[src/logic/bck_cfg.svh]
// Constants for the battery check control block
//
// What this block does
// - Enable bit powers reference and comparator
// - Flag reads 1 when input below reference
// - Flag meaningless while enable bit is 0
// - Four-bit control register at 37H
// - Reserved top bit reads 1, ignores writes
// - Reset clears enable and flag
// - Level select: 0 low, 1 full, resets 0
// - Comparator input is shared port bit three
// - Full supply forced half second after reset
`ifndef BCK_CFG_SVH
`define BCK_CFG_SVH

// ****************************************
// Register map
// ****************************************
`define BCK_ADDR_W          8
`define BCK_DATA_W          4
`define BCK_CTRL_ADDR       8'h37
`define BCK_BIT_LEVEL       0
`define BCK_BIT_ENABLE      1
`define BCK_BIT_FLAG        2
`define BCK_BIT_RSVD        3
`define BCK_RSVD_VALUE      1'h1
`define BCK_UNMAPPED_DATA   4'h0

// ****************************************
// Timing
// ****************************************
`define BCK_CLK_PERIOD_NS   10
`define BCK_FORCE_TIME_MS   500
`define BCK_FORCE_CYCLES    ((`BCK_FORCE_TIME_MS * 1000000) / `BCK_CLK_PERIOD_NS)

`endif

[src/logic/bck_pkg.sv]
// Types for the battery check control block
package bck_pkg;

    typedef struct packed {
        logic       rsvd;
        logic       battery_low_flag;
        logic       comparator_enable;
        logic       regulator_level_select;
    } bck_ctrl_t;

    typedef struct packed {
        logic       comparator_power;
        logic       full_supply_level;
    } bck_analog_t;

    typedef enum logic [0:0] {
        BCK_FORCING,
        BCK_RUNNING
    } bck_state_t;

endpackage : bck_pkg

[src/logic/bck_sync.sv]
// Two-stage synchroniser for the comparator output
`timescale 1ns/1ps
`default_nettype none

module bck_sync (
    input  wire logic mclk_i,
    input  wire logic rst_i,
    input  wire logic async_i,
    output var  logic sync_o
);

    logic stage1;

    always_ff @(posedge mclk_i) begin
        if (rst_i) begin
            stage1 <= 1'b0;
            sync_o <= 1'b0;
        end else begin
            stage1 <= async_i;
            sync_o <= stage1;
        end
    end

endmodule : bck_sync

`default_nettype wire

[src/logic/bck_top.sv]
// Battery check control register, flag capture and supply level control
`timescale 1ns/1ps
`default_nettype none
`include "bck_cfg.svh"

module bck_top #(
    parameter int unsigned FORCE_CYCLES = `BCK_FORCE_CYCLES
) (
    input  wire logic                   mclk_i,
    input  wire logic                   rst_i,
    input  wire logic [`BCK_ADDR_W-1:0] addr_i,
    input  wire logic [`BCK_DATA_W-1:0] wdata_i,
    input  wire logic                   wr_i,
    input  wire logic                   rd_i,
    output var  logic [`BCK_DATA_W-1:0] rdata_o,
    input  wire logic                   comparator_out_i,
    input  wire logic                   shared_input_port_bit3_i,
    output var  logic                   port_bit3_o,
    output var  logic                   comparator_power_o,
    output var  logic                   logic_supply_output_o
);

    // ****************************************
    // Elaboration checks
    // ****************************************
    if (FORCE_CYCLES < 1) begin : g_bad_force
        $error("FORCE_CYCLES must be at least one");
    end

    // ****************************************
    // Registers and decode
    // ****************************************
    bck_pkg::bck_ctrl_t   ctrl;
    bck_pkg::bck_state_t  state;
    bck_pkg::bck_analog_t analog;
    logic [31:0]          force_cnt;
    logic                 cmp_sync;
    logic                 next_force_done;

    wire logic hit      = (addr_i == `BCK_CTRL_ADDR);
    wire logic ctrl_wr  = wr_i && hit;
    wire logic ctrl_rd  = rd_i && hit;
    wire logic [`BCK_DATA_W-1:0] ctrl_view = {`BCK_RSVD_VALUE,
                                              ctrl.battery_low_flag,
                                              ctrl.comparator_enable,
                                              ctrl.regulator_level_select};
    wire logic [`BCK_DATA_W-1:0] next_rdata = ctrl_rd ? ctrl_view : `BCK_UNMAPPED_DATA;

    assign next_force_done = (force_cnt == FORCE_CYCLES - 1);

    // ****************************************
    // Comparator input synchroniser
    // ****************************************
    bck_sync u_sync (
        .mclk_i  (mclk_i),
        .rst_i   (rst_i),
        .async_i (comparator_out_i),
        .sync_o  (cmp_sync)
    );

    // ****************************************
    // Control register
    // ****************************************
    always_ff @(posedge mclk_i) begin
        if (rst_i) begin
            ctrl.rsvd                   <= 1'b1;
            ctrl.battery_low_flag       <= 1'b0;
            ctrl.comparator_enable      <= 1'b0;
            ctrl.regulator_level_select <= 1'b0;
        end else begin
            ctrl.rsvd <= `BCK_RSVD_VALUE;
            if (ctrl_wr) begin
                ctrl.comparator_enable      <= wdata_i[`BCK_BIT_ENABLE];
                ctrl.regulator_level_select <= wdata_i[`BCK_BIT_LEVEL];
            end
            // Flag follows comparator only while enabled; writes never land
            if (ctrl.comparator_enable) begin
                ctrl.battery_low_flag <= cmp_sync;
            end
        end
    end

    // ****************************************
    // Read port
    // ****************************************
    always_ff @(posedge mclk_i) begin
        if (rst_i) begin
            rdata_o <= `BCK_UNMAPPED_DATA;
        end else begin
            rdata_o <= next_rdata;
        end
    end

    // ****************************************
    // Supply level forcing after reset
    // ****************************************
    always_ff @(posedge mclk_i) begin
        if (rst_i) begin
            state     <= bck_pkg::BCK_FORCING;
            force_cnt <= 32'h0000_0000;
        end else begin
            unique case (state)
                bck_pkg::BCK_FORCING: begin
                    force_cnt <= force_cnt + 32'h0000_0001;
                    if (next_force_done) begin
                        state <= bck_pkg::BCK_RUNNING;
                    end
                end
                bck_pkg::BCK_RUNNING: begin
                    force_cnt <= force_cnt;
                end
            endcase
        end
    end

    assign analog.comparator_power  = ctrl.comparator_enable;
    assign analog.full_supply_level = (state == bck_pkg::BCK_FORCING)
                                      || ctrl.regulator_level_select;

    // ****************************************
    // Registered outputs
    // ****************************************
    always_ff @(posedge mclk_i) begin
        if (rst_i) begin
            comparator_power_o    <= 1'b0;
            logic_supply_output_o <= 1'b1;
            port_bit3_o           <= 1'b0;
        end else begin
            comparator_power_o    <= analog.comparator_power;
            logic_supply_output_o <= analog.full_supply_level;
            port_bit3_o           <= shared_input_port_bit3_i;
        end
    end

    // ****************************************
    // Assertions
    // ****************************************
    reserved_reads_one_a: assert property (@(posedge mclk_i) disable iff (rst_i)
        ctrl_rd |=> rdata_o[`BCK_BIT_RSVD])
        else $error("Reserved bit did not read one");

    enable_write_a: assert property (@(posedge mclk_i) disable iff (rst_i)
        ctrl_wr |=> ##1 (comparator_power_o == $past(wdata_i[`BCK_BIT_ENABLE], 2)))
        else $error("Comparator power did not follow enable write");

    flag_tracks_a: assert property (@(posedge mclk_i) disable iff (rst_i)
        ctrl.comparator_enable |=> (ctrl.battery_low_flag == $past(cmp_sync)))
        else $error("Flag did not follow comparator");

    flag_holds_a: assert property (@(posedge mclk_i) disable iff (rst_i)
        (!ctrl.comparator_enable && ctrl_wr) |=> $stable(ctrl.battery_low_flag))
        else $error("Flag changed by write");

    reset_clears_a: assert property (@(posedge mclk_i)
        rst_i |=> (!ctrl.comparator_enable && !ctrl.battery_low_flag))
        else $error("Reset did not clear enable and flag");

    level_select_a: assert property (@(posedge mclk_i) disable iff (rst_i)
        (state == bck_pkg::BCK_RUNNING && ctrl.regulator_level_select)
        |=> logic_supply_output_o)
        else $error("Full supply not selected");

    force_full_a: assert property (@(posedge mclk_i) disable iff (rst_i)
        (state == bck_pkg::BCK_FORCING) |=> logic_supply_output_o)
        else $error("Supply not forced after reset");

    ctrl_read_a: assert property (@(posedge mclk_i) disable iff (rst_i)
        ctrl_rd |=> (rdata_o[`BCK_BIT_ENABLE] == $past(ctrl.comparator_enable)))
        else $error("Read data does not match register");

    rdata_idle_a: assert property (@(posedge mclk_i) disable iff (rst_i)
        !ctrl_rd |=> (rdata_o == `BCK_UNMAPPED_DATA))
        else $error("Read data not zero outside a read");

    flag_frozen_a: assert property (@(posedge mclk_i) disable iff (rst_i)
        !ctrl.comparator_enable |=> $stable(ctrl.battery_low_flag))
        else $error("Flag moved while comparator disabled");

    port_follow_a: assert property (@(posedge mclk_i) disable iff (rst_i)
        1'b1 |=> (port_bit3_o == $past(shared_input_port_bit3_i)))
        else $error("Port bit three did not follow pin");

    power_off_a: assert property (@(posedge mclk_i) disable iff (rst_i)
        !ctrl.comparator_enable |=> !comparator_power_o)
        else $error("Comparator powered while disabled");

    level_low_a: assert property (@(posedge mclk_i) disable iff (rst_i)
        (state == bck_pkg::BCK_RUNNING && !ctrl.regulator_level_select)
        |=> !logic_supply_output_o)
        else $error("Low supply level not selected");

endmodule : bck_top

`default_nettype wire

[config.mk]
export PLATFORM = sky130hd
export DESIGN_NAME = bck_top
export DESIGN_NICKNAME = d
export VERILOG_FILES = /design/src/logic/bck_pkg.sv /design/src/logic/bck_sync.sv /design/src/logic/bck_top.sv
export VERILOG_INCLUDE_DIRS = /design/src /design/src/logic
export SDC_FILE = /design/constraint.sdc
export NUM_CORES = 1
export LEC_CHECK = 0
export BUFFER_PORTS_ARGS = -buffer_cell sky130_fd_sc_hd__buf_4
export CAP_MARGIN = 20
export CORE_ASPECT_RATIO = 2
export CORE_MARGIN = 10
export CORE_UTILIZATION = 51
export DETAILED_ROUTE_END_ITERATION = 10
export GPL_TIMING_DRIVEN = 0
export PLACE_DENSITY = 0.7
export RECOVER_POWER = 100
export SLEW_MARGIN = 10
export SYNTH_ARGS = -nofsm -noshare
export SYNTH_HDL_FRONTEND = slang
export SYNTH_SLANG_ARGS = --single-unit
[constraint.sdc]
create_clock -name mclk_i -period 2.1 [get_ports mclk_i]
set_input_delay 0.105 -clock mclk_i [delete_from_list [all_inputs] [get_ports mclk_i]]
set_output_delay 0.105 -clock mclk_i [all_outputs]
set_load 0.01 [all_outputs]
Word-level counts from Yosys, hierarchy flattened. Index checks and enable logic that the tools add are counted.

Logic and storage cells: 25. Bits in registers: 45.

Reductions and logical operators: 4. Multiplexer cells: 4. Add/subtract/negate cells: 1. Bitwise gates (word level): 2. Equal/unequal tests: 2.

Operators with widths (number): adder 32 x 1 -> 32 bit, second input constant (1); == test 32 x 26 -> 1 bit, second input constant (1); two-way mux 32 bit (1); == test 8 x 6 -> 1 bit, second input constant (1); two-way mux 4 bit (1); logical AND 1 bit (2); two-way mux 1 bit (2); NOT 1 bit (2); OR reduction 2 bit (1); logical OR 1 bit (1).

Depth between registers and ports, before layout.
Depth after elaboration: 4. Mapped depth: 6. Depth with buffers taken out: 5.

By module. Synthesis repeated with hierarchy kept, for this count alone.

Cell total of the unflattened synthesis: 223. Area total of the unflattened synthesis: 2006.9 µm².

By module, submodules not included: bck_top (area each 1954.4 µm², times used 1, cells an instance 219); bck_sync (area each 52.6 µm², times used 1, cells an instance 4).

Worst setup path after synthesis. OpenSTA, ideal clock, no wires.

Kind: reg2reg. From: register force_cnt[4]. To: register force_cnt[30]. Library setup time: 0.121 ns. Data arrival time: 1.865 ns. Period minus slack after synthesis: 1.985 ns. Cell stages (with the launch flop): 6. Path slack: 0.115 ns. Path through: dfxtp_1 nand4_4 or4b_1 buf_2 nor4b_1 mux2_2.

Cells in the longest elaborated chain, start to end: 2.

RTL lines: start, declared (line bck_top.sv:36) `logic [31:0] force_cnt;`; start signal, assigned (line bck_top.sv:104) `force_cnt <= force_cnt + 32'h0000_0001;`; start signal, assigned (line bck_top.sv:110) `force_cnt <= force_cnt;`; adder 32 x 1 -> 32 bit (line bck_top.sv:104); two-way mux 32 bit (line bck_top.sv:102) `unique case (state)`.

No other way between the ends. The select of a mux whose other input is x is not followed. A chain may end at the register's enable or synchronous reset.

==> impl_metrics.env <==
export IMPL_tightest_slew_ns=0.584
export IMPL_rows=32
export IMPL_antenna_diode_count=0
export IMPL_final_cells=316
export IMPL_placed_cell_area_um2=2270
export IMPL_slew_headroom=0.611
export IMPL_dp_cells=301
export IMPL_clkTransAtPathRegs_ns=0.09
export IMPL_setup_viol=0
export IMPL_area_growth_pct=19.1
export IMPL_p_per_area_nw_per_um2=610
export IMPL_dieArea_um2=7120
export IMPL_ioPinCount=25
export IMPL_routed_via_density=5.72
export IMPL_ant_nets=0
export IMPL_grt_pass1_vias=1691
export IMPL_path_max_fanout=10
export IMPL_h_tree_depth=2
export IMPL_drive_gt1_frac=0.219
export IMPL_power_leakage_uw=0.000832
export IMPL_rsz0062_at_grt="yes"
export IMPL_hold_violations=0
export IMPL_grt_pass1_wl_mm=7.94
export IMPL_cts_buffer_depth=2
export IMPL_grt_max_degree=17
export IMPL_clock_sinks=45
export IMPL_setup_worst_path_end_class="flop"
export IMPL_fin_crit_sh=0.958
export IMPL_ys_seq_area_frac=0.439
export IMPL_cp_start_kind="flop"
export IMPL_syn_area_per_cell_um2=8.97
export IMPL_gr_usage_all_layers=0.139
export IMPL_irDropWorstVdd_uv=612
export IMPL_critical_path_required_ns=2.34
export IMPL_cts_tree="built"
export IMPL_route_detailed_drc=0
export IMPL_io_buffers=21
export IMPL_grt_ovfl_total=0
export IMPL_finClkSkew_ns=0.00714
export IMPL_num_vias=1806
export IMPL_p_int_uw=1130
export IMPL_p_seq_frac=0.582
export IMPL_die_x_um=64.9
export IMPL_syn_inst=229
export IMPL_core_area_um2=3880
export IMPL_cap_violations=0
export IMPL_fmax_mhz=497
export IMPL_start_util=0.529
export IMPL_hold_ws_ns=0.00323
export IMPL_die_h_um=110
export IMPL_cp_data_arrival_time_ns=2.25
export IMPL_power_switching_uw=358
export IMPL_status="finished, final reports clean"
export IMPL_syn_area_um2=2050
export IMPL_clockRootBuffer="clkbuf_8"
export IMPL_drt_total_wl_mm=4.85
export IMPL_final_cell_mix="32 x dfxtp_1, 20 x nor2_1, 20 x buf_4"
export IMPL_yosysUniqueCellTypes=38
export IMPL_finalCriticalPeriod_ns=2.01
export IMPL_place_congestion=0.902
export IMPL_power_frac_comb=0.041
export IMPL_antenna_found_initial=0
export IMPL_cts_buffers=5
export IMPL_p_sw_frac=0.240
export IMPL_critical_path_class="flop to flop"
export IMPL_firstDrtPassIters=4
export IMPL_wl_per_cell_um=15.3
export IMPL_ys_ff_latch=45
export IMPL_hold_path_class="input port to flop"
export IMPL_slew_viol_final=0
export IMPL_postLayoutCellArea_um2=2440
export IMPL_ys_warn_count=0
export IMPL_nNetsFinal=283
export IMPL_syn_nets=248
export IMPL_pwr_share_clk=0.376
export IMPL_first_iter_violations=62
export IMPL_clk_latency_ns=0.30
export IMPL_dp_hpwl_mm=3.60
export IMPL_final_common_cell="dfxtp_1"
[critical path, stage by stage (launching register included)]
cell	delay, ns
dfxtp_2	0.38
nand4b_4	0.24
or3_1	0.44
buf_2	0.21
or4_1	0.52
a21oi_1	0.14
[synth_stat cells]
cell type,number,area share
dfxtp_1,45,0.44
nor2_1,20,0.037
a21oi_1,17,0.041
or4_1,14,0.051
nand2_1,13,0.024
o31ai_1,11,0.040
or3_1,10,0.030
xnor2_1,9,0.038
nand3_1,8,0.020
nor2b_1,8,0.024
inv_1,7,0.013
nand4_1,7,0.021
nor4_1,7,0.021
clkbuf_1,5,0.0091
o21ai_0,5,0.012
mux2i_1,4,0.020
nor3_1,4,0.0098
and2_1,3,0.0091
and3_1,3,0.0091
mux2_2,3,0.016
nor4b_1,3,0.013
and4_1,2,0.0085
buf_1,2,0.0037
buf_2,2,0.0049
nand4b_1,2,0.0085
or2_2,2,0.0061
xor2_1,2,0.0085
ha_1,1,0.0061
nand2b_1,1,0.0030
nand3b_1,1,0.0037
nand4_4,1,0.010
nand4b_4,1,0.012
o22ai_1,1,0.0030
o41ai_1,1,0.0043
or3b_2,1,0.0043
or4b_1,1,0.0049
or4b_2,1,0.0049
or4bb_1,1,0.0055
[timing repair]
action / CTS / global route
gates resized for setup: 9 / 11
hold buffers: 0 / 0
pin swaps: 1 / 4
cloned: 0 / 0
buffers inserted: 0 / 7
setup endpoints to repair: 3 / 9
[sequential cells by signal, indices dropped and copies added, names as in the netlist]
signal and cells:
analog 1, comparator_power_o 1, ctrl 2, force_cnt 32, logic_supply_output_o 1, port_bit3_o 1
rdata_o 4, state 1, u_sync.stage1 1, u_sync.sync_o 1
[routing by layer]
layer	track usage	vias to the layer above	part of all wire
met5	0	-	0
met4	0.0723	0	0.028
met3	0.0418	12	0.053
met2	0.242	42	0.54
met1	0.145	839	0.38
li1	-	913	-
[power groups by stage]
stage,clock network [µW],logic [µW],registers (µW)
floorplan,0,29.5,888
global placement,0,60.8,889
detailed placement,0,62.2,890
CTS,572,62.6,869
global route,616,69.6,871
finish,562,61.6,869
[final timing paths]
check / start / to / slack, ns / depth (start not counted)
hold / removal: shared_input_port_bit3_i / port_bit3_o$_SDFF_PP0_ / 0.003 / 2
hold reg to reg: u_sync.stage1$_SDFF_PP0_ / u_sync.sync_o$_SDFF_PP0_ / 0.44 / 1
setup reg to reg: state$_SDFF_PP0_ / force_cnt[27]$_SDFFE_PP0N_ / 0.09 / 5
setup / recovery: state$_SDFF_PP0_ / force_cnt[27]$_SDFFE_PP0N_ / 0.09 / 5
[kinds of logic after synthesis]
logic type,after synthesis,synth area share
buf+inv,16,0.0305
mux,7,0.0360
xor+xnor,11,0.0469
fa+ha+maj,1,0.00609
simple gates,114,0.341
compound gates,35,0.101
flops,45,0.439
[area by class of cell]
| cell class | count | area (µm²) |
|---|---|---|
| repair buffers | 28 | 184 |
| fillers | 341 | 1440 |
| inverters | 7 | 26.3 |
| clock inverters | 3 | 25.0 |
| flip-flops and latches | 45 | 920 |
| plain buffers | 9 | 36.3 |
| multi-input cells | 168 | 1120 |
| clock buffers | 5 | 68.8 |
| well taps | 51 | 63.8 |
[stage by stage]
step,setup WS (ns),total power (µW),util,setup TNS (ns)
6_report,0.0873,1490,0.630,0
5_1_grt,-0.0116,1560,0.630,-0.0288
4_1_cts,0.00142,1500,0.616,0
3_5_place_dp,-0.126,952,0.586,-0.145
3_3_place_gp,-0.144,950,0.586,-0.181
2_1_floorplan,0.115,918,-,0
(Power assumes the default switching activity.)
